`src/pkg/tls_pkg.sv`:
```
// Purpose: Shared constants and types for the torque limit selector
// Assumes: Percent settings in 1% steps; torque in 0.1% of rated torque
// Notes:   Register offsets and field positions live here only
package tls_pkg;

  // Setting range and factory values, percent of rated torque
  localparam logic [9:0]  TLS_LIMIT_MAX      = 10'h320;  // 800 %
  localparam logic [9:0]  TLS_INT_DEFAULT    = 10'h320;  // 800 %
  localparam logic [9:0]  TLS_EXT_DEFAULT    = 10'h064;  // 100 %
  localparam logic [9:0]  TLS_MOTOR_MAX_DEF  = 10'h12C;  // 300 %

  // Register byte offsets
  localparam logic [4:0]  TLS_OFS_FWD_INT    = 5'h00;
  localparam logic [4:0]  TLS_OFS_REV_INT    = 5'h04;
  localparam logic [4:0]  TLS_OFS_FWD_EXT    = 5'h08;
  localparam logic [4:0]  TLS_OFS_REV_EXT    = 5'h0C;
  localparam logic [4:0]  TLS_OFS_STATUS     = 5'h10;
  localparam logic [4:0]  TLS_OFS_IRQ_STAT   = 5'h14;
  localparam logic [4:0]  TLS_OFS_IRQ_MASK   = 5'h18;
  localparam logic [4:0]  TLS_OFS_MOTOR_MAX  = 5'h1C;

  // Status and interrupt bit positions
  localparam int          TLS_BIT_FWD_CLAMP  = 0;
  localparam int          TLS_BIT_REV_CLAMP  = 1;
  localparam int          TLS_BIT_LIMITED    = 2;
  localparam int          TLS_BIT_FWD_REQ    = 3;
  localparam int          TLS_BIT_REV_REQ    = 4;
  localparam int          TLS_IRQ_BITS       = 3;

  // Interrupt event positions
  localparam int          TLS_EVT_LIM_ON     = 0;
  localparam int          TLS_EVT_LIM_OFF    = 1;
  localparam int          TLS_EVT_CFG_CLIP   = 2;

  // Torque reference is signed, in 0.1 % of rated torque
  localparam int          TLS_TRQ_W          = 16;
  localparam logic [3:0]  TLS_PCT_SCALE      = 4'hA;

  // Avalon slave handshake state
  typedef enum logic [0:0] {
    TLS_BUS_IDLE = 1'b0,
    TLS_BUS_DONE = 1'b1
  } tls_bus_state_type;

  // Pair of effective limits in 0.1 % units
  typedef struct packed {
    logic [13:0] fwd;
    logic [13:0] rev;
  } tls_limit_pair_type;

endpackage

```
`src/hw/tls_in_sync.sv`:
```
// Purpose: Combine mapped terminal functions and synchronise them
// Assumes: Terminals are asynchronous pins
// Notes:   First stage is read only by the second stage
module tls_in_sync
  import tls_pkg::*;
#(
  parameter int N = 4
) (
  input  wire logic         ref_clk,
  input  wire logic         rst_b,
  input  wire logic [N-1:0] term_pins,
  input  wire logic [N-1:0] fwd_map,
  input  wire logic [N-1:0] rev_map,
  output logic              fwd_ext_limit_request,
  output logic              rev_ext_limit_request
);

  logic [N-1:0] sync_a;
  logic [N-1:0] sync_b;

  ////////////////////////////////////////////////////////////////////////
  // Two flops per terminal
  genvar g;
  generate
    for (g = 0; g < N; g++) begin : g_sync
      always_ff @(posedge ref_clk or negedge rst_b) begin
        if (!rst_b) begin
          sync_a[g] <= 1'b0;
          sync_b[g] <= 1'b0;
        end else begin
          sync_a[g] <= term_pins[g];
          sync_b[g] <= sync_a[g];
        end
      end
    end
  endgenerate

  ////////////////////////////////////////////////////////////////////////
  // OR of mapped terminals
  always_ff @(posedge ref_clk or negedge rst_b) begin
    if (!rst_b) begin
      fwd_ext_limit_request <= 1'b0;
      rev_ext_limit_request <= 1'b0;
    end else begin
      fwd_ext_limit_request <= |(sync_b & fwd_map);
      rev_ext_limit_request <= |(sync_b & rev_map);
    end
  end

endmodule

```
`src/hw/tls_limit_calc.sv`:
```
// Purpose: Compute effective forward and reverse limits
// Assumes: Settings already held in 0..800 range
// Notes:   Registered result, one cycle behind its inputs
module tls_limit_calc
  import tls_pkg::*;
(
  input  wire logic               ref_clk,
  input  wire logic               rst_b,
  input  wire logic [9:0]         fwd_int,
  input  wire logic [9:0]         rev_int,
  input  wire logic [9:0]         fwd_ext,
  input  wire logic [9:0]         rev_ext,
  input  wire logic [9:0]         motor_max,
  input  wire logic               fwd_req,
  input  wire logic               rev_req,
  output tls_limit_pair_type      lim
);

  logic [9:0] fwd_sel;
  logic [9:0] rev_sel;
  logic [9:0] fwd_cap;
  logic [9:0] rev_cap;

  ////////////////////////////////////////////////////////////////////////
  // Selection and motor cap
  always_comb begin
    fwd_sel = (fwd_req && fwd_ext < fwd_int) ? fwd_ext : fwd_int;
    rev_sel = (rev_req && rev_ext < rev_int) ? rev_ext : rev_int;
    fwd_cap = (fwd_sel > motor_max) ? motor_max : fwd_sel;
    rev_cap = (rev_sel > motor_max) ? motor_max : rev_sel;
  end

  ////////////////////////////////////////////////////////////////////////
  // percent to 0.1 % units
  always_ff @(posedge ref_clk or negedge rst_b) begin
    if (!rst_b) begin
      lim <= '0;
    end else begin
      lim.fwd <= 14'(fwd_cap) * 14'(TLS_PCT_SCALE);
      lim.rev <= 14'(rev_cap) * 14'(TLS_PCT_SCALE);
    end
  end

endmodule

```
`src/hw/tls_top.sv`:
```
// Purpose: Torque limit selection with Avalon-MM setting registers
// Assumes: 250 MHz ref_clk; torque reference is synchronous to it
// Notes:   Reference saturates one cycle after the limits settle
//
// Summary of operation
// - Forward and reverse internal limits always apply, 0..800, default 800.
// - Every limit setting is percent of rated torque, one percent per step.
// - A limit above the motor maximum torque is replaced by that maximum.
// - Forward request on: forward limit is smaller of internal and external.
// - Forward request off: forward limit is the forward internal setting.
// - Reverse request on: reverse limit is smaller of internal and external.
// - Reverse request off: reverse limit is the reverse internal setting.
// - External limits accept 0..800, default 100, effective at once.
// - Functions sharing one terminal see the OR of that terminal.
// - Torque limited flag is on while output torque is clamped.
module tls_top
  import tls_pkg::*;
#(
  parameter int N_TERM = 4
) (
  input  wire logic                     ref_clk,
  input  wire logic                     rst_b,
  // Avalon-MM slave
  input  wire logic [4:0]               avs_address,
  input  wire logic                     avs_read,
  input  wire logic                     avs_write,
  input  wire logic [31:0]              avs_writedata,
  input  wire logic [3:0]               avs_byteenable,
  output logic [31:0]                   avs_readdata,
  output logic                          avs_waitrequest,
  // Discrete terminals and their mapping
  input  wire logic [N_TERM-1:0]        term_pins,
  input  wire logic [N_TERM-1:0]        fwd_map,
  input  wire logic [N_TERM-1:0]        rev_map,
  // Torque path
  input  wire logic [TLS_TRQ_W-1:0]     torque_ref,
  output logic [TLS_TRQ_W-1:0]          torque_out,
  output logic                          torque_limited_flag,
  output logic                          irq
);

  logic [9:0]             fwd_internal_torque_limit;
  logic [9:0]             rev_internal_torque_limit;
  logic [9:0]             fwd_external_torque_limit;
  logic [9:0]             rev_external_torque_limit;
  logic [9:0]             motor_max;
  logic                   fwd_ext_limit_request;
  logic                   rev_ext_limit_request;
  tls_limit_pair_type     lim;
  tls_bus_state_type      bus_state;
  logic                   fwd_clamp;
  logic                   rev_clamp;
  logic                   next_fwd_clamp;
  logic                   next_rev_clamp;
  logic [TLS_TRQ_W-1:0]   next_torque;
  logic [TLS_IRQ_BITS-1:0] irq_stat;
  logic [TLS_IRQ_BITS-1:0] irq_mask;
  logic [TLS_IRQ_BITS-1:0] irq_evt;
  logic                   cfg_clip;
  logic                   wr_go;
  logic                   rd_go;
  logic [9:0]             wr_val;
  logic [9:0]             wr_sat;
  logic [31:0]            rd_mux;
  logic signed [TLS_TRQ_W-1:0] ref_s;
  logic signed [TLS_TRQ_W:0]   fwd_s;
  logic signed [TLS_TRQ_W:0]   rev_s;

  ////////////////////////////////////////////////////////////////////////
  // Terminal input path
  tls_in_sync #(
    .N                     (N_TERM)
  ) u_sync (
    .ref_clk               (ref_clk),
    .rst_b                 (rst_b),
    .term_pins             (term_pins),
    .fwd_map               (fwd_map),
    .rev_map               (rev_map),
    .fwd_ext_limit_request (fwd_ext_limit_request),
    .rev_ext_limit_request (rev_ext_limit_request)
  );

  // Effective limit computation
  tls_limit_calc u_calc (
    .ref_clk   (ref_clk),
    .rst_b     (rst_b),
    .fwd_int   (fwd_internal_torque_limit),
    .rev_int   (rev_internal_torque_limit),
    .fwd_ext   (fwd_external_torque_limit),
    .rev_ext   (rev_external_torque_limit),
    .motor_max (motor_max),
    .fwd_req   (fwd_ext_limit_request),
    .rev_req   (rev_ext_limit_request),
    .lim       (lim)
  );

  ////////////////////////////////////////////////////////////////////////
  // Bus handshake: one wait cycle, answer at second edge
  // Writes land on the edge where the master sees waitrequest low
  assign wr_go = avs_write && (bus_state == TLS_BUS_DONE);
  assign rd_go = avs_read && (bus_state == TLS_BUS_IDLE);

  always_ff @(posedge ref_clk or negedge rst_b) begin
    if (!rst_b) begin
      bus_state       <= TLS_BUS_IDLE;
      avs_waitrequest <= 1'b1;
    end else begin
      case (bus_state)
        TLS_BUS_IDLE: begin
          if (avs_read || avs_write) begin
            bus_state       <= TLS_BUS_DONE;
            avs_waitrequest <= 1'b0;
          end
        end
        TLS_BUS_DONE: begin
          bus_state       <= TLS_BUS_IDLE;
          avs_waitrequest <= 1'b1;
        end
        default: begin
          bus_state       <= TLS_BUS_IDLE;
          avs_waitrequest <= 1'b1;
        end
      endcase
    end
  end

  // Write value clipped to setting range
  assign wr_val   = avs_writedata[9:0];
  assign wr_sat   = (wr_val > TLS_LIMIT_MAX) ? TLS_LIMIT_MAX : wr_val;
  assign cfg_clip = wr_go && avs_byteenable[1] && (wr_val > TLS_LIMIT_MAX)
                    && (avs_address <= TLS_OFS_REV_EXT);

  ////////////////////////////////////////////////////////////////////////
  // limit and motor maximum settings
  always_ff @(posedge ref_clk or negedge rst_b) begin
    if (!rst_b) begin
      fwd_internal_torque_limit <= TLS_INT_DEFAULT;
      rev_internal_torque_limit <= TLS_INT_DEFAULT;
      fwd_external_torque_limit <= TLS_EXT_DEFAULT;
      rev_external_torque_limit <= TLS_EXT_DEFAULT;
      motor_max                 <= TLS_MOTOR_MAX_DEF;
    end else if (wr_go && avs_byteenable[0] && avs_byteenable[1]) begin
      case (avs_address)
        TLS_OFS_FWD_INT:   fwd_internal_torque_limit <= wr_sat;
        TLS_OFS_REV_INT:   rev_internal_torque_limit <= wr_sat;
        TLS_OFS_FWD_EXT:   fwd_external_torque_limit <= wr_sat;
        TLS_OFS_REV_EXT:   rev_external_torque_limit <= wr_sat;
        TLS_OFS_MOTOR_MAX: motor_max                 <= wr_sat;
        default: ;
      endcase
    end
  end

  ////////////////////////////////////////////////////////////////////////
  // Read mux, unmapped reads zero
  always_comb begin
    rd_mux = 32'h0000_0000;
    case (avs_address)
      TLS_OFS_FWD_INT:   rd_mux[9:0] = fwd_internal_torque_limit;
      TLS_OFS_REV_INT:   rd_mux[9:0] = rev_internal_torque_limit;
      TLS_OFS_FWD_EXT:   rd_mux[9:0] = fwd_external_torque_limit;
      TLS_OFS_REV_EXT:   rd_mux[9:0] = rev_external_torque_limit;
      TLS_OFS_MOTOR_MAX: rd_mux[9:0] = motor_max;
      TLS_OFS_STATUS: begin
        rd_mux[TLS_BIT_FWD_CLAMP] = fwd_clamp;
        rd_mux[TLS_BIT_REV_CLAMP] = rev_clamp;
        rd_mux[TLS_BIT_LIMITED]   = torque_limited_flag;
        rd_mux[TLS_BIT_FWD_REQ]   = fwd_ext_limit_request;
        rd_mux[TLS_BIT_REV_REQ]   = rev_ext_limit_request;
      end
      TLS_OFS_IRQ_STAT:  rd_mux[TLS_IRQ_BITS-1:0] = irq_stat;
      TLS_OFS_IRQ_MASK:  rd_mux[TLS_IRQ_BITS-1:0] = irq_mask;
      default: ;
    endcase
  end

  // Read data register
  always_ff @(posedge ref_clk or negedge rst_b) begin
    if (!rst_b) begin
      avs_readdata <= 32'h0000_0000;
    end else if (rd_go) begin
      avs_readdata <= rd_mux;
    end
  end

  ////////////////////////////////////////////////////////////////////////
  // saturate reference both ways
  assign ref_s = signed'(torque_ref);
  assign fwd_s = signed'({3'h0, lim.fwd});
  assign rev_s = -signed'({3'h0, lim.rev});

  always_comb begin
    next_fwd_clamp = (TLS_TRQ_W + 1)'(ref_s) > fwd_s;
    next_rev_clamp = (TLS_TRQ_W + 1)'(ref_s) < rev_s;
    if (next_fwd_clamp) begin
      next_torque = fwd_s[TLS_TRQ_W-1:0];
    end else if (next_rev_clamp) begin
      next_torque = rev_s[TLS_TRQ_W-1:0];
    end else begin
      next_torque = torque_ref;
    end
  end

  always_ff @(posedge ref_clk or negedge rst_b) begin
    if (!rst_b) begin
      torque_out          <= '0;
      fwd_clamp           <= 1'b0;
      rev_clamp           <= 1'b0;
      torque_limited_flag <= 1'b0;
    end else begin
      torque_out          <= next_torque;
      fwd_clamp           <= next_fwd_clamp;
      rev_clamp           <= next_rev_clamp;
      torque_limited_flag <= next_fwd_clamp || next_rev_clamp;
    end
  end

  ////////////////////////////////////////////////////////////////////////
  // Interrupt events: limiting starts, stops, limit setting clipped
  always_comb begin
    irq_evt                   = '0;
    irq_evt[TLS_EVT_LIM_ON]   = (next_fwd_clamp || next_rev_clamp)
                                && !torque_limited_flag;
    irq_evt[TLS_EVT_LIM_OFF]  = !(next_fwd_clamp || next_rev_clamp)
                                && torque_limited_flag;
    irq_evt[TLS_EVT_CFG_CLIP] = cfg_clip;
  end

  // Sticky status, write one clears, set wins
  always_ff @(posedge ref_clk or negedge rst_b) begin
    if (!rst_b) begin
      irq_stat <= '0;
      irq_mask <= '0;
    end else begin
      if (wr_go && avs_byteenable[0] && avs_address == TLS_OFS_IRQ_STAT) begin
        irq_stat <= (irq_stat & ~avs_writedata[TLS_IRQ_BITS-1:0]) | irq_evt;
      end else begin
        irq_stat <= irq_stat | irq_evt;
      end
      if (wr_go && avs_byteenable[0] && avs_address == TLS_OFS_IRQ_MASK) begin
        irq_mask <= avs_writedata[TLS_IRQ_BITS-1:0];
      end
    end
  end

  // Level interrupt output
  always_ff @(posedge ref_clk or negedge rst_b) begin
    if (!rst_b) begin
      irq <= 1'b0;
    end else begin
      irq <= |(irq_stat & irq_mask);
    end
  end

  ////////////////////////////////////////////////////////////////////////
  // Assertions
  a_fwd_sat_bound: assert property (@(posedge ref_clk) disable iff (!rst_b)
    $signed(torque_out) <= $signed({1'b0, lim.fwd}) || $past(lim.fwd)
      != lim.fwd)
    else $error("forward output above limit");
  a_flag_tracks: assert property (@(posedge ref_clk) disable iff (!rst_b)
    (next_fwd_clamp || next_rev_clamp) |=> torque_limited_flag)
    else $error("flag missed clamp");
  a_flag_clear: assert property (@(posedge ref_clk) disable iff (!rst_b)
    !(next_fwd_clamp || next_rev_clamp) |=> !torque_limited_flag)
    else $error("flag stuck on");
  a_int_range: assert property (@(posedge ref_clk) disable iff (!rst_b)
    fwd_internal_torque_limit <= TLS_LIMIT_MAX
      && rev_internal_torque_limit <= TLS_LIMIT_MAX)
    else $error("internal limit out of range");
  a_ext_range: assert property (@(posedge ref_clk) disable iff (!rst_b)
    fwd_external_torque_limit <= TLS_LIMIT_MAX
      && rev_external_torque_limit <= TLS_LIMIT_MAX)
    else $error("external limit out of range");
  a_motor_cap: assert property (@(posedge ref_clk) disable iff (!rst_b)
    $stable(motor_max) |=> lim.fwd <= 14'($past(motor_max))
      * 14'(TLS_PCT_SCALE))
    else $error("limit above motor max");
  a_fwd_off_sel: assert property (@(posedge ref_clk) disable iff (!rst_b)
    (!fwd_ext_limit_request && fwd_internal_torque_limit <= motor_max)
      |=> lim.fwd == 14'($past(fwd_internal_torque_limit))
      * 14'(TLS_PCT_SCALE))
    else $error("forward internal not selected");
  a_fwd_on_sel: assert property (@(posedge ref_clk) disable iff (!rst_b)
    fwd_ext_limit_request |=> lim.fwd <= 14'($past(
      fwd_external_torque_limit)) * 14'(TLS_PCT_SCALE))
    else $error("forward external ignored");
  a_rev_on_sel: assert property (@(posedge ref_clk) disable iff (!rst_b)
    rev_ext_limit_request |=> lim.rev <= 14'($past(
      rev_external_torque_limit)) * 14'(TLS_PCT_SCALE))
    else $error("reverse external ignored");
  a_rev_off_sel: assert property (@(posedge ref_clk) disable iff (!rst_b)
    (!rev_ext_limit_request && rev_internal_torque_limit <= motor_max)
      |=> lim.rev == 14'($past(rev_internal_torque_limit))
      * 14'(TLS_PCT_SCALE))
    else $error("reverse internal not selected");
  a_irq_level: assert property (@(posedge ref_clk) disable iff (!rst_b)
    |(irq_stat & irq_mask) |=> irq)
    else $error("interrupt not raised");
  a_irq_quiet: assert property (@(posedge ref_clk) disable iff (!rst_b)
    !(|(irq_stat & irq_mask)) |=> !irq)
    else $error("interrupt without cause");

  // Saturated values, pass-through and reverse motor cap
  a_rev_sat_bound: assert property (@(posedge ref_clk) disable iff (!rst_b)
    $signed(torque_out) >= -$signed({1'b0, $past(lim.rev)}))
    else $error("reverse output below limit");
  a_fwd_at_limit: assert property (@(posedge ref_clk) disable iff (!rst_b)
    fwd_clamp |->
      $signed(torque_out) == $signed({1'b0, $past(lim.fwd)}))
    else $error("forward clamp value wrong");
  a_rev_at_limit: assert property (@(posedge ref_clk) disable iff (!rst_b)
    rev_clamp |->
      $signed(torque_out) == -$signed({1'b0, $past(lim.rev)}))
    else $error("reverse clamp value wrong");
  a_pass_through: assert property (@(posedge ref_clk) disable iff (!rst_b)
    !torque_limited_flag |-> torque_out == $past(torque_ref))
    else $error("unclamped reference altered");
  a_rev_motor_cap: assert property (@(posedge ref_clk) disable iff (!rst_b)
    lim.rev <= 14'($past(motor_max)) * 14'(TLS_PCT_SCALE))
    else $error("reverse limit above motor max");

  // Bus handshake and clipped settings
  a_wait_single: assert property (@(posedge ref_clk) disable iff (!rst_b)
    !avs_waitrequest |=> avs_waitrequest)
    else $error("waitrequest low too long");
  a_wait_answer: assert property (@(posedge ref_clk) disable iff (!rst_b)
    (avs_read || avs_write) && avs_waitrequest |=> !avs_waitrequest)
    else $error("request not answered");
  a_clip_sets: assert property (@(posedge ref_clk) disable iff (!rst_b)
    cfg_clip |=> irq_stat[TLS_EVT_CFG_CLIP])
    else $error("clipped setting not flagged");

  c_fwd_clamp: cover property (@(posedge ref_clk) disable iff (!rst_b)
    fwd_clamp && fwd_ext_limit_request);
  c_rev_clamp: cover property (@(posedge ref_clk) disable iff (!rst_b)
    rev_clamp && rev_ext_limit_request);
  c_irq: cover property (@(posedge ref_clk) disable iff (!rst_b) irq);
  c_cfg_clip: cover property (@(posedge ref_clk) disable iff (!rst_b)
    cfg_clip && irq_mask[TLS_EVT_CFG_CLIP]);
  c_both_req: cover property (@(posedge ref_clk) disable iff (!rst_b)
    fwd_ext_limit_request && rev_ext_limit_request);

endmodule

```
`config.mk`:
```
export PLATFORM = sky130hd
export DESIGN_NAME = tls_top
export DESIGN_NICKNAME = d
export VERILOG_FILES = /design/src/pkg/tls_pkg.sv /design/src/hw/tls_in_sync.sv /design/src/hw/tls_limit_calc.sv /design/src/hw/tls_top.sv
export SDC_FILE = /design/constraint.sdc
export NUM_CORES = 1
export LEC_CHECK = 0
export BUFFER_PORTS_ARGS = -buffer_cell sky130_fd_sc_hd__buf_2
export CAP_MARGIN = 20
export CELL_PAD_IN_SITES_DETAIL_PLACEMENT = 0
export CELL_PAD_IN_SITES_GLOBAL_PLACEMENT = 2
export CORE_MARGIN = 4
export CORE_UTILIZATION = 37
export CTS_CLUSTER_SIZE = 30
export DETAILED_ROUTE_END_ITERATION = 8
export PLACE_DENSITY_LB_ADDON = 0.12
export SYNTH_ARGS = -nofsm -noshare
export SYNTH_HDL_FRONTEND = slang
export SYNTH_SLANG_ARGS = --single-unit
export TNS_END_PERCENT = 30
```
`constraint.sdc`:
```
create_clock -name ref_clk -period 7.6 [get_ports ref_clk]
set_input_delay 0.76 -clock ref_clk [delete_from_list [all_inputs] [get_ports ref_clk]]
set_output_delay 0.76 -clock ref_clk [all_outputs]
set_load 0.005 [all_outputs]
```
Word level (Yosys, flattened, before mapping)

Index checks and enable logic that the tools add are counted.
W data, S select, Z words.

Bits in registers: 124
Bits of input ports: 73
Output and inout port bits: 51
Word-level logic and storage cells: 95

Add/sub/neg operators: 1
Multipliers: 2
Order comparisons: 8
Eq/ne operators: 8
Muxes and demuxes: 15
Bitwise operators: 8
Reductions and logical operators: 26

Operators by type and width:

| kind                    | count |
|---|---|
| $mux W10                | 5 |
| $mux W16                | 2 |
| $mul A10 B3 Y13 const B | 2 |
| $pmux W5 S5             | 1 |
| $pmux W3 S8             | 1 |
| $eq A5 B5 Y1 const B    | 4 |
| $gt A10 B10 Y1          | 2 |
| $lt A10 B10 Y1          | 2 |
| $lt A16 B17 Y1          | 1 |
| $neg A14 Y17            | 1 |
| $gt A16 B15 Y1          | 1 |
| $logic_and A1 B1 Y1     | 13 |
| $pmux W2 S6             | 1 |
| $eq A5 B4 Y1 const B    | 2 |
| $gt A10 B10 Y1 const B  | 1 |
| $reduce_and A2 Y1       | 5 |
| $and A4 B4 Y4           | 2 |
| $reduce_or A4 Y1        | 2 |
| $and A3 B3 Y3           | 2 |
| $or A3 B3 Y3            | 2 |
| $eq A5 B3 Y1 const B    | 1 |
| $le A5 B4 Y1 const B    | 1 |
| $logic_not A5 Y1        | 1 |
| $pmux W1 S2             | 2 |
| 8 further kinds         | 11 |

Depth between registers and ports, before layout

Gate-level depths: netlist of run 1.

Depth in word-level cells: 7
Gate-level depth with buffers: 27
Depth with buffers taken out: 26

Hierarchy

From an unflattened synthesis of run 1, not the netlist that was laid out.

Cell total of the unflattened synthesis: 934
Area total of the unflattened synthesis: 8745.9 µm²

Modules (own cells, without submodules):

| module         | instances | cells each | area an instance (µm²) | sequential area each (µm²) |
|---|---|---|---|---|
| tls_top        | 1         | 605        | 5514.0                 | 2223.4 |
| tls_limit_calc | 1         | 313        | 2944.1                 | 650.6 |
| tls_in_sync    | 1         | 16         | 287.8                  | 250.2 |

Worst setup path after synthesis of run 1

No wires, ideal clock.

Path type: flip-flop to flip-flop
Start: register rev_internal_torque_limit[9]
End: register u_calc.lim[12] (netlist name)
Library setup time: 133 ps
Data arrival time: 5658 ps
Required time: 7467 ps
Slack: 1808 ps
Cell stages (with the launch flop): 28
Path buffers: 3
Clock period less this slack: 5792 ps
Path through: dfstp_2 -> inv_1 -> ha_1 -> a211oi_2 -> and2_1 -> clkbuf_1 -> nand2_1 -> mux2_2 -> nand2_1 -> ha_1 -> a21o_1 -> a21o_1 -> a21oi_1 -> o211ai_1 -> nand2_1 -> clkbuf_1 -> clkbuf_1 -> a31oi_1 -> ha_1 -> ha_1 -> fa_1 -> a21o_1 -> a21oi_1 -> nor2b_1 -> o21a_1 -> nor4_1 -> nor3_1 -> xor2_1

Longest elaborated chain between the ends: 6

RTL lines:

| item                     | RTL line             | source |
|---|---|---|
| start: declaration       | tls_top.sv:43        | `logic [9:0] rev_internal_torque_limit;` |
| start signal: assignment | tls_top.sv:145       | `TLS_OFS_REV_INT: rev_internal_torque_limit <= wr_sat;` |
| $lt A10 B10 Y1           | tls_limit_calc.sv:28 | `rev_sel = (rev_req && rev_ext < rev_int) ? rev_ext : rev_int;` |
| $logic_and A1 B1 Y1      | tls_limit_calc.sv:28 |  |
| $mux W10 (*)             | tls_limit_calc.sv:28 |  |
| $gt A10 B10 Y1           | tls_limit_calc.sv:30 | `rev_cap = (rev_sel > motor_max) ? motor_max : rev_sel;` |
| $mux W10 (*)             | tls_limit_calc.sv:30 |  |
| $mul A10 B3 Y13 (*)      | tls_limit_calc.sv:40 | `lim.rev <= 14'(rev_cap) * 14'(TLS_PCT_SCALE);` |

Every way passes the cells marked *; elsewhere a longest branch is shown, timed or not.
A chain may end at the register's enable or synchronous reset.

Final worst setup path of run 1

Start: register fwd_internal_torque_limit[8]
End: register u_calc.lim[26] (netlist name)

Longest elaborated chain between the ends: 6

RTL lines:

| item                     | RTL line             | source |
|---|---|---|
| start: declaration       | tls_top.sv:42        | `logic [9:0] fwd_internal_torque_limit;` |
| start signal: assignment | tls_top.sv:144       | `TLS_OFS_FWD_INT: fwd_internal_torque_limit <= wr_sat;` |
| $lt A10 B10 Y1           | tls_limit_calc.sv:27 | `fwd_sel = (fwd_req && fwd_ext < fwd_int) ? fwd_ext : fwd_int;` |
| $logic_and A1 B1 Y1      | tls_limit_calc.sv:27 |  |
| $mux W10 (*)             | tls_limit_calc.sv:27 |  |
| $gt A10 B10 Y1           | tls_limit_calc.sv:29 | `fwd_cap = (fwd_sel > motor_max) ? motor_max : fwd_sel;` |
| $mux W10 (*)             | tls_limit_calc.sv:29 |  |
| net u_calc.fwd_cap[1]    | tls_limit_calc.sv:21 | `logic [9:0] fwd_cap;` |
| $mul A10 B3 Y13 (*)      | tls_limit_calc.sv:39 | `lim.fwd <= 14'(fwd_cap) * 14'(TLS_PCT_SCALE);` |

The timed path passes the listed nets; every way through them passes the cells marked *.

==> results.md, run 1 <==
- Outcome: completed
- Ports: about 120
- Area of the multi-input gates: just under 5000 sq um
- Die Wd: roughly 160 um
- Crit-path max FO: 9
- Hold_buf cts: 0
- Post-Syn Area: 8513 sq um
- Fillers: 2156
- Layout cells sized above 1: 23.40%
- RD Place Congestion: 0.8347
- Unrepaired setup endpoints after global routing: false
- Register area: 3124 sq um
- Asr flop ratio synth: 100.0%
- Core ar.: 22640 sq um
- Finished layout cell area: 9752 sq um
- Worst slew margin: between 30% and 40%
- Cell mode on critical path: ha_1
- Clock Tree Buf Depth: 2
- CP Capture Type: flip-flop
- Die height: around 160 um
- Reg clk slew, reported paths: 60 ps
- Post-synthesis sequential area ratio: 36.70%
- Die ar.: 25500 sq um
- WS Path Type: flip-flop to flip-flop
- Max incr delay on CP: 580 ps
- DR pass1 iterations: 5
- CTS Root Cell: clkbuf_16
- Clock Sink Count: about 120
- Worst Hold Class: flip-flop to flip-flop
- R2R setup slack: slightly below 1000 ps
- Arr. time, crit path: 6910 ps
- Comb power frac: 29.8%
- Post_cts resized: 0
- Switching part of the total: 33.96%
- Vias per inst: 5.264
- Final Max Tran Viols: 0
- Dominant synthesized flop cell: dfrtp_1
- First-pass GRT wire length: around 38 mm
- EDFF count, synth: 0
- Leak Pwr: 4.715 nW
- Yosys warns: 0
- Worst Setup Start Kind: flip-flop
- Total track usage: 18.98%
- Tmin final: 6618 ps
- PD cells: approximately 250 nW/um^2
- Max Cap Viol: 0
- WL per Instance: around 19 um
- Initial antenna violation count: 0
- Clock latency on the worst-skew pair: 420 ps
- Crit path max-delay cell type: a31oi_1
- Placed instance area: a little over 9000 sq um
- Max VDD drop: 0.1295 mV
- Antenna-violating nets left: 0
- Synth Instances: ~870
- Clk pwr share: around a third
- Post-route setup TNS: 0 ps
- Worst Path Required: 7900 ps
- Worst-margin pin slew: 1038 ps
- Count of buffers from port buffering: between 70 and 80
- FP Rows: 55
- Net Switching: 0.0008159 W
- Clock Skews: 9.347 ps
- DRC violation count after routing: 0
- Drt initial violations: 381
- Syn-to-layout area delta: 14.55%
- Unique cell type count in the Yosys netlist: 66
- Starting Density: 37.60%
- Nets: between 1k and 1.5k
- Number of diodes: 0
- Post-CTS setup buffer count: 0
- Post-Syn Area per Cell: just under 10 sq um
- Final Hold Vio Count: 0
- Final global-route overflow total: 0
- Vias in the first global route: ~6.7k
- H-tree depth: 4
- Sequential power share: about a third
- CTS tree: built
- WL final: 24.31 mm
- Largest net degree at the start of global routing: 65
- Internal power: 0.001586 W
- FF+latch count, synth: 124
- Finish-stage setup viols: 0
- Fmax: 151.1 MHz
- Total CTS buffers: 17
- HPWL after DPL: 19.19 mm
- Via Count: about 6.6k
- Tcrit/Tclk final: 87.08%
cell usage in the layout (no fill, tap or decap), types with 4 or more instances in the layout:
cell type / n
o221a_2: 8
xor2_1: 10
nand2_1: 90
nand3_1: 17
nand3b_1: 4
clkbuf_16: 17
a22oi_1: 6
a31oi_1: 14
xnor2_1: 17
conb_1: 22
nor2b_1: 15
or4_1: 5
ha_1: 96
o21ai_0: 46
buf_2: 76
nor2_1: 71
inv_1: 68
a32oi_1: 5
dfstp_2: 17
mux2_4: 6
mux4_2: 11
buf_4: 11
dfrtp_1: 107
nor3_1: 13
and2_1: 9
mux2_2: 57
a21o_1: 15
o21a_1: 11
nand2b_1: 4
mux2i_1: 8
nand4_1: 6
a21oi_1: 41
worst max-delay path: cells and delay by family (launching register included):
family | cells | cell delay (ps)
and+or+nand+nor | 8 | 1400
AOI/OAI and AO/OA | 7 | 1800
DFF | 1 | 550
adders and majority gates | 6 | 1680
muxes | 1 | 450
buffers and inverters | 3 | 430
xor gates and xnor gates | 1 | 170
flip-flops by register name, indices dropped and copies added (netlist names), 4 cells and up:
name / flops
u_calc.lim: 26
torque_out: 16
avs_readdata: 10
fwd_external_torque_limit: 10
fwd_internal_torque_limit: 10
motor_max: 10
rev_external_torque_limit: 10
rev_internal_torque_limit: 10
u_sync.sync_a: 4
u_sync.sync_b: 4
cells in the mapped netlist (2+ instances only):
master	instances	area, sq um
clkbuf_1	19	71.32
o221a_2	8	90.09
inv_1	68	255.2
a211oi_1	3	22.52
nand3b_1	4	30.03
o21ai_0	46	230.2
and2_1	9	56.30
nand2b_1	4	25.02
nor4_1	3	18.77
a31oi_1	14	87.58
buf_4	23	172.7
o21a_1	11	82.58
and3_1	3	18.77
o211ai_1	3	22.52
and4_1	2	17.52
xor2_1	10	87.58
nand2_1	90	337.8
fa_1	2	40.04
nor2_1	71	266.5
dfrtp_1	107	2678
o31a_1	3	26.28
or4_1	5	37.54
or2_2	3	18.77
nor3_1	13	65.06
dfstp_2	17	446.7
nand4_1	6	37.54
mux2_4	6	90.09
a22oi_1	6	45.04
a21o_1	15	112.6
mux4_2	11	247.7
nor2b_1	15	93.84
nand3_1	17	85.08
ha_1	96	1201
xnor2_1	17	148.9
buf_2	2	10.01
a21oi_1	42	210.2
mux2_2	57	641.9
a22o_1	2	17.52
mux2i_1	8	80.08
a32oi_1	5	43.79
per-layer routing:
metal  up-vias  GRT usage [%]  wire, um
met4         0          5.523       363
met2       138          30.44     11360
met3        23          3.458      1000
met5         -              0         0
met1      3209          26.34     11580
li1       3215              -         -
layout make-up:
class                      instances  area share (%)
timing repair buffer              87           4.747
clock buffer                      18           4.503
sequential                       124           32.04
multi-input combinational        655           50.80
inverter                          68           2.617
clock inverter                    14           1.642
tap                              285           3.657
path summary, 6_finish.rpt:
check	from	to	depth (start not counted)
worst max-delay path	fwd_internal_torque_limit[8]$_DFFE_PN1P_	u_calc.lim[26]$_DFF_PN0_	26
worst min-delay path	u_sync.sync_a[2]$_DFF_PN0_	u_sync.sync_b[2]$_DFF_PN0_	0
worst max register to register	fwd_internal_torque_limit[8]$_DFFE_PN1P_	u_calc.lim[26]$_DFF_PN0_	26
worst min register to register	u_sync.sync_a[2]$_DFF_PN0_	u_sync.sync_b[2]$_DFF_PN0_	0
max in group asynchronous	rst_b	fwd_external_torque_limit[3]$_DFFE_PN0P_	2
min in group asynchronous	rst_b	torque_out[13]$_DFF_PN0_	1
stage by stage:
stage                     util [%]  setup WS (ps)  std cells  power, W  hold slack [ps]
final                        43.07          982.0       1251  0.002402            344.1
after global routing         43.07          535.7       1251  0.002559            355.3
after CTS                    43.07          966.8       1251  0.002433            347.2
after detailed placement     40.43           1036       1219  0.001575            336.3
after global placement       40.43           1042       1219  0.001569            334.4
after floorplan                  -           1808        893  0.001345            331.2
power by group through the flow:
stage / Clock [W] / Combinational (W) / Sequential, W
after global placement: 0 / 0.000712 / 0.000857
after global routing: 0.000883 / 0.000815 / 0.000862
after CTS: 0.000859 / 0.000726 / 0.000848
after floorplan: 0 / 0.000512 / 0.000834
final: 0.000836 / 0.000717 / 0.000849
after detailed placement: 0 / 0.000716 / 0.000860
cells by family (layout without fill, tap and decap cells):
family / count (synthesis) / count (layout) / synth area share, %
xor+xnor: 27 / 27 / 2.778
buf+inv: 114 / 187 / 6.158
fa+ha+maj: 99 / 99 / 14.70
other cells: 1 / 22 / 0.04405
mux: 83 / 83 / 12.76
flops: 124 / 124 / 36.70
simple gates: 248 / 248 / 13.29
compound gates: 176 / 176 / 13.58
Note: power is estimated with default switching activity, not from simulation.
==> run 2: changes to the inputs <==
- PLACE_DENSITY_LB_ADDON: 0.12 -> 0.1
==> run 2 against run 1 <==
Worst setup slack better by 270 ps. Die area is the same. Largest cell class unchanged. Cell area is 0.26% lower. Non-clock buffer count increased by 1. Critical endpoint is now u_calc.lim[12]$_DFF_PN0_. First-iteration DRC count is 19% lower. Register-to-register slack gained 270 ps. Global-route usage shrank 0.24 points. Total power down 1.7%. Highest routed layer unchanged. Via count is 1.5% higher. Flip-flop and latch count stayed put. Clock skew up 2.7 ps. Largest power group unchanged. Sequential share of layout area grew 0.082 points.
==> results.md, run 2 (synthesis gave the netlist of run 1 again) <==
- Total CTS buffers: 17 (unchanged)
- Largest reg by FF count: u_calc.lim (unchanged)
- Post-route setup TNS: 0 ps (unchanged)
- CP Launch Point: rev_external_torque_limit[1]$_DFFE_PN0P_ (was fwd_internal_torque_limit[8]$_DFFE_PN1P_)
- Arr. time, crit path: 6630 ps (was 6910 ps)
- Starting Density: 37.60% (unchanged)
- Worst Reg-to-Reg Cells: 25 (was 26)
- Largest registers: u_calc.lim: 26 flops, torque_out: 16 flops (unchanged)
- Final Hold Vio Count: 0 (unchanged)
- Die Wd: 159.7 um (unchanged)
- Syn-to-layout area delta: 14.26% (was 14.55%)
- WL per Instance: 18.97 um (was 19.43 um)
- Commonest non-fill, non-tap cell in the layout: dfrtp_1 (unchanged)
- Die height: 159.7 um (unchanged)
- CTS Root Cell: clkbuf_16 (unchanged)
- Cells after DPL: 1218 (was 1219)
- Nets: 1125 (was 1124)
- Hold_buf cts: 0 (unchanged)
- Layout cells sized above 1: 23.47% (was 23.40%)
- Worst-margin pin slew: 854.4 ps (was 1038 ps)
- Ports: 124 (unchanged)
- Drt initial violations: 310 (was 381)
- R2R setup slack: 1250 ps (was 980 ps)
- Core ar.: 22640 sq um (unchanged)
- Clock Tree Buf Depth: 2 (unchanged)
- Antenna-violating nets left: 0 (unchanged)
- Worst Setup Start Kind: flip-flop (unchanged)
- Crit-path max FO: 20 (was 9)
- Clock Skews: 12.04 ps (was 9.347 ps)
- Unrepaired setup endpoints after global routing: false (unchanged)
- Fin cells: 1252 (was 1251)
- Worst Hold Depth: 0 (unchanged)
- R2R Path End: u_calc.lim[12]$_DFF_PN0_ (was u_calc.lim[26]$_DFF_PN0_)
- HPWL after DPL: 19.18 mm (was 19.19 mm)
- CP Capture Type: flip-flop (unchanged)
- FP Rows: 55 (unchanged)
- Final Max Tran Viols: 0 (unchanged)
- Tcrit/Tclk final: 83.49% (was 87.08%)
- Vias in the first global route: 6846 (was 6729)
- Clock latency on the worst-skew pair: 430 ps (was 420 ps)
- Reg clk slew, reported paths: 70 ps (was 60 ps)
- Max VDD drop: 0.1437 mV (was 0.1295 mV)
- PD cells: 242.8 nW/um^2 (was 246.3 nW/um^2)
- Final global-route overflow total: 0 (unchanged)
- Most frequent cells in the layout: dfrtp_1 (107), ha_1 (96), nand2_1 (90) (unchanged)
- Number of diodes: 0 (unchanged)
- Worst Path Required: 7890 ps (was 7900 ps)
- Largest net degree at the start of global routing: 67 (was 65)
- Worst slew margin: 43.04% (was 30.79%)
- RD Place Congestion: 0.8195 (was 0.8347)
- WL final: 23.75 mm (was 24.31 mm)
- Max Cap Viol: 0 (unchanged)
- Worst Hold Class: flip-flop to flip-flop (unchanged)
- Post-CTS setup buffer count: 0 (unchanged)
- Die ar.: 25500 sq um (unchanged)
- Vias per inst: 5.336 (was 5.264)
- Fmax: 157.6 MHz (was 151.1 MHz)
- Leak Pwr: 4.698 nW (was 4.715 nW)
- Tmin final: 6345 ps (was 6618 ps)
- H-tree depth: 4 (unchanged)
- Clock Sink Count: 124 (unchanged)
- Worst Hold Path EP: u_sync.sync_b[0]$_DFF_PN0_ (was u_sync.sync_b[2]$_DFF_PN0_)
- Via Count: 6681 (was 6585)
- Finish-stage setup viols: 0 (unchanged)
- Post_cts resized: 0 (unchanged)
- DR pass1 iterations: 5 (unchanged)
- DRC violation count after routing: 0 (unchanged)
- Count of buffers from port buffering: 77 (unchanged)
- First-pass GRT wire length: 37.62 mm (was 38.28 mm)
- Fillers: 2215 (was 2156)
- CTS tree: built (unchanged)
- WS Path Type: flip-flop to flip-flop (unchanged)
- Outcome: completed (unchanged)
- Max reg flops: 26 (unchanged)
- Launch point of the worst reg-to-reg path: rev_external_torque_limit[1]$_DFFE_PN0P_ (was fwd_internal_torque_limit[8]$_DFFE_PN1P_)
- Hold_sp: u_sync.sync_a[0]$_DFF_PN0_ (was u_sync.sync_a[2]$_DFF_PN0_)
- Initial antenna violation count: 0 (unchanged)
- Total track usage: 18.73% (was 18.98%)
[run 2: power by group]
| group | total (W) | switching, W | internal (W) |
|---|---|---|---|
| combinational | 0.000743 | 0.000417 | 0.000326 |
| sequential | 0.000838 | 0.0000710 | 0.000767 |
| clock | 0.000782 | 0.000344 | 0.000438 |
[run 2: final cells by class]
cell class	instances	area [sq um]	share of cell area [%]
multi-input cells	655	4954	50.93
repair buffers	88	474.2	4.875
clock buffers	18	439.2	4.515
clock inverters	14	123.9	1.273
well taps	285	356.6	3.666
inverters	68	255.2	2.624
flip-flops and latches	124	3124	32.12
[run 2: metal layers]
layer,wire [um],GRT usage [%]
met4,544,6.548
met2,11900,32.89
met1,10350,23.37
met3,962,3.071
met5,0,0
[run 2: how the worst max path moves through the flow]
stage	end	cells after the start	slack [ps]
6_report	u_calc.lim[12]$_DFF_PN0_	25	1250
5_1_grt	u_calc.lim[12]$_DFF_PN0_	26	800
4_1_cts	u_calc.lim[26]$_DFF_PN0_	25	1180
3_5_place_dp	u_calc.lim[26]$_DFF_PN0_	25	1220
3_3_place_gp	u_calc.lim[26]$_DFF_PN0_	26	1300
2_1_floorplan	u_calc.lim[12]$_DFF_PN0_	27	1810
[run 2: critical path: stages (launching register included)]
cell and delay [ps]:
dfrtp_1 450, ha_1 310, a21o_1 100, a21o_1 120, a41oi_1 210, nor2_1 670, mux2_2 450, nand2_1 70
ha_1 240, a21o_1 180, a21o_1 170, a21oi_1 130, o211ai_1 100, nand2_1 470, nor2_1 80, a31oi_1 330
ha_1 310, ha_1 230, fa_1 410, a21o_1 190, a21oi_1 220, nor2b_1 90, o21a_1 190, nor4_1 200
nor3_1 110, xor2_1 150
[run 2: metrics by stage]
step	total power (W)	area [sq um]	hold slack (ps)	setup slack [ps]	util, %
floorplan	0.001345	8592	331.2	1808	-
global placement	0.001584	9145	333.5	1298	40.39
detailed placement	0.001598	9145	340.3	1223	40.39
CTS	0.002397	9708	356.4	1181	42.88
global route	0.002521	9727	359.9	799.0	42.96
finish	0.002362	9727	351.2	1255	42.96
==> run 3: changes to the inputs <==
- CORE_UTILIZATION: 37 -> 33
- clock period: 7.6 -> 5.1 ns (I/O delays scaled with it)
==> run 3 against run 2 <==
Via count grew 5.3%. Largest cell class unchanged. Highest routed layer unchanged. Die area grew 11%. Routed wire length grew 10%. The run now ends with negative setup slack left. Sequential power grew 48%. Sequential share of layout area shrank 5.0 points. Final cell count grew 15%.
==> results.md, run 3 (synthesis gave the netlist of run 1 again) <==
- Placed instance area: 10320 sq um (was 9145 sq um)
- Crit-path max FO: 7 (was 20)
- Core ar.: 25250 sq um (was 22640 sq um)
- DRC violation count after routing: 0 (unchanged)
- FP Rows: 58 (was 55)
- Tcrit/Tclk final: 103.3% (was 83.49%)
- Tmin final: 5270 ps (was 6345 ps)
- R2R setup slack: -170 ps (was 1250 ps)
- Register area: 3124 sq um (unchanged)
- Outcome: finished, violations left (was completed)
- Comb power frac: 37.0% (was 31.4%)
- Die Wd: 168.6 um (was 159.7 um)
- Crit path cell chain: inv_2 > ha_4 > nand4_1 > nor3_1 > a2111o_1 > or2_4 > mux2_4 > ha_4 > and4_4 > nand3_4 > o21ba_4 > a31oi_4 > mux2_4 > ha_4 > ha_4 > inv_2 > fa_2 > nor2b_1 > o21a_1 > o21ai_1 > nand2b_1 > a31o_2 > maj3_2 > xor2_1
- PD cells: 338.2 nW/um^2 (was 242.8 nW/um^2)
- Syn-to-layout area delta: 35.39% (was 14.26%)
- HPWL after DPL: 20.85 mm (was 19.18 mm)
- Initial antenna violation count: 0 (unchanged)
- Crit path max-delay cell type: dfstp_2 (was nor2_1)
- Fmax: 189.7 MHz (was 157.6 MHz)
- WL final: 26.23 mm (was 23.75 mm)
- Reg clk slew, reported paths: 70 ps (about the same)
- Largest net degree at the start of global routing: 50 (was 67)
- Max reg flops: 26 (unchanged)
- RD Place Congestion: 0.8319 (was 0.8195)
- Launch point of the worst reg-to-reg path: fwd_internal_torque_limit[8]$_DFFE_PN1P_ (was rev_external_torque_limit[1]$_DFFE_PN0P_)
- Die height: 168.6 um (was 159.7 um)
- Commonest non-fill, non-tap cell in the layout: buf_4 (was dfrtp_1)
- First-pass GRT wire length: 41.31 mm (was 37.62 mm)
- Die ar.: 28430 sq um (was 25500 sq um)
- Max VDD drop: 0.1748 mV (was 0.1437 mV)
- Final global-route overflow total: 0 (unchanged)
- CTS tree: built (unchanged)
- Worst slew margin: 30.36% (was 43.04%)
- Fillers: 2444 (was 2215)
- Largest reg by FF count: u_calc.lim (unchanged)
- Final Max Tran Viols: 0 (unchanged)
- Nets: 1265 (was 1125)
- Final hold slack: 125.3 ps (was 351.2 ps)
- CP Capture Type: flip-flop (unchanged)
- Finish-stage setup viols: 3 (was 0)
- Starting Density: 33.71% (was 37.60%)
- R2R Path End: u_calc.lim[26]$_DFF_PN0_ (was u_calc.lim[12]$_DFF_PN0_)
- Max Cap Viol: 0 (unchanged)
- Max incr delay on CP: 540 ps (was 670 ps)
- Worst Hold Class: primary input to async pin (was flip-flop to flip-flop)
- Worst-margin pin slew: 1041 ps (was 854.4 ps)
- Worst Reg-to-Reg Cells: 24 (was 25)
- Area of the multi-input gates: 5615 sq um (was 4954 sq um)
- Final Hold Vio Count: 0 (unchanged)
- Total CTS buffers: 17 (unchanged)
- Leak Pwr: 5.494 nW (was 4.698 nW)
- Antenna-violating nets left: 0 (unchanged)
- Clock latency on the worst-skew pair: 430 ps (about the same)
- CTS Root Cell: clkbuf_16 (unchanged)
- Vias in the first global route: 7156 (was 6846)
- Count of buffers from port buffering: 77 (unchanged)
- DR pass1 iterations: 4 (was 5)
- Net Switching: 0.001352 W (was 0.0008319 W)
- WL per Instance: 18.25 um (was 18.97 um)
- Layout cells sized above 1: 40.29% (was 23.47%)
- Worst Setup Start Kind: flip-flop (unchanged)
- Total track usage: 18.85% (was 18.73%)
- Via Count: 7035 (was 6681)
- Cell mode on critical path: ha_4 (was a21o_1)
- Clk pwr share: 31.3% (was 33.1%)
- Clock Sink Count: 124 (unchanged)
- Unrepaired setup endpoints after global routing: true (was false)
- Arr. time, crit path: 5580 ps (was 6630 ps)
- Clock Tree Buf Depth: 2 (unchanged)
- Clock Skews: 14.82 ps (was 12.04 ps)
- Sequential power share: 31.8% (was 35.5%)
- Number of diodes: 0 (unchanged)
- Switching part of the total: 34.68% (was 35.22%)
- Drt initial violations: 243 (was 310)
- H-tree depth: 4 (unchanged)
- WS Path Type: flip-flop to flip-flop (unchanged)
- Most frequent cells in the layout: buf_4 (143), dfrtp_1 (107), nand2_1 (83) (was dfrtp_1 (107), ha_1 (96), nand2_1 (90))
- Vias per inst: 4.896 (was 5.336)
- Internal power: 0.002546 W (was 0.001530 W)
- Worst Path Required: 5410 ps (was 7890 ps)
- Largest registers: u_calc.lim: 26 flops, torque_out: 16 flops (unchanged)
- Finished layout cell area: 11530 sq um (was 9727 sq um)
- Ports: 124 (unchanged)
- Violated checks: negative setup slack
- Worst setup margin: -170.3 ps (was 1255 ps)
-- run 3: cell count changes in the layout (fill, tap and decap cells not counted), sizes merged --
cell and delta:
buf +139, a31oi +1, bufinv +1, clkinvlp -2
clkbuf -1, clkinv +2
-- run 3: worst max-delay path by stage --
stage | slack (ps) | from | to | cells past startpoint
after floorplan | -180 | fwd_internal_torque_limit[5]$_DFFE_PN1P_ | u_calc.lim[26]$_DFF_PN0_ | 27
after global placement | -390 | fwd_internal_torque_limit[5]$_DFFE_PN1P_ | u_calc.lim[26]$_DFF_PN0_ | 24
after CTS | -140 | fwd_internal_torque_limit[8]$_DFFE_PN1P_ | u_calc.lim[26]$_DFF_PN0_ | 20
after detailed placement | -470 | fwd_internal_torque_limit[5]$_DFFE_PN1P_ | u_calc.lim[26]$_DFF_PN0_ | 24
final | -170 | fwd_internal_torque_limit[8]$_DFFE_PN1P_ | u_calc.lim[26]$_DFF_PN0_ | 24
after global routing | -380 | fwd_internal_torque_limit[8]$_DFFE_PN1P_ | u_calc.lim[26]$_DFF_PN0_ | 23
-- run 3: per-stage QoR --
stage                     utilization, %  cells  worst slack [ps]  total power (W)  TNS [ps]
after global placement             40.87   1398            -389.3         0.002572     -2405
after detailed placement           40.87   1398            -472.1         0.002572     -2516
after global routing               45.64   1437            -379.0         0.004179     -1760
after floorplan                        -    893            -180.5         0.002028    -322.3
final                              45.64   1437            -170.3         0.003898    -316.9
after CTS                          44.40   1435            -137.3         0.003883    -357.5
-- run 3: critical path: cells and delay by family, from the launching register on --
kind	cells	cell delay, ps
compound gates	6	1440
xor+xnor	1	140
buf+inv	2	100
fa+ha+maj	6	1300
simple gates	7	910
mux	2	710
flops	1	540
-- run 3: metal layers --
| metal | vias to the layer above | track usage [%] | part of all wire [%] |
|---|---|---|---|
| li1 | 3511 | - | - |
| met1 | 3387 | 24.87 | 46 |
| met2 | 113 | 32.86 | 50 |
| met3 | 24 | 2.242 | 2.8 |
| met4 | 0 | 5.046 | 1.6 |
| met5 | - | 0 | 0 |
-- run 3: power by group through the flow --
stage | sequential [W] | clock [W] | combinational, W
global route | 0.00126 | 0.00130 | 0.00162
global placement | 0.00125 | 0 | 0.00132
finish | 0.00124 | 0.00122 | 0.00144
floorplan | 0.00124 | 0 | 0.000785
detailed placement | 0.00126 | 0 | 0.00132
CTS | 0.00124 | 0.00125 | 0.00139
-- run 3: area by class of cell --
class | count | area share (%)
Inverter | 68 | 2.214
Multi-Input combinational cell | 656 | 48.72
Timing Repair Buffer | 227 | 13.40
Tap cell | 330 | 3.582
Sequential cell | 124 | 27.11
Clock buffer | 17 | 3.691
Clock inverter | 15 | 1.292
-- run 3: repair_timing --
item,in CTS,in global routing
endpoints found under the setup margin,10,10
pin swaps,28,32
gates resized for setup,46,57
hold buffers,0,0
setup buffers,4,3
gates cloned,1,0
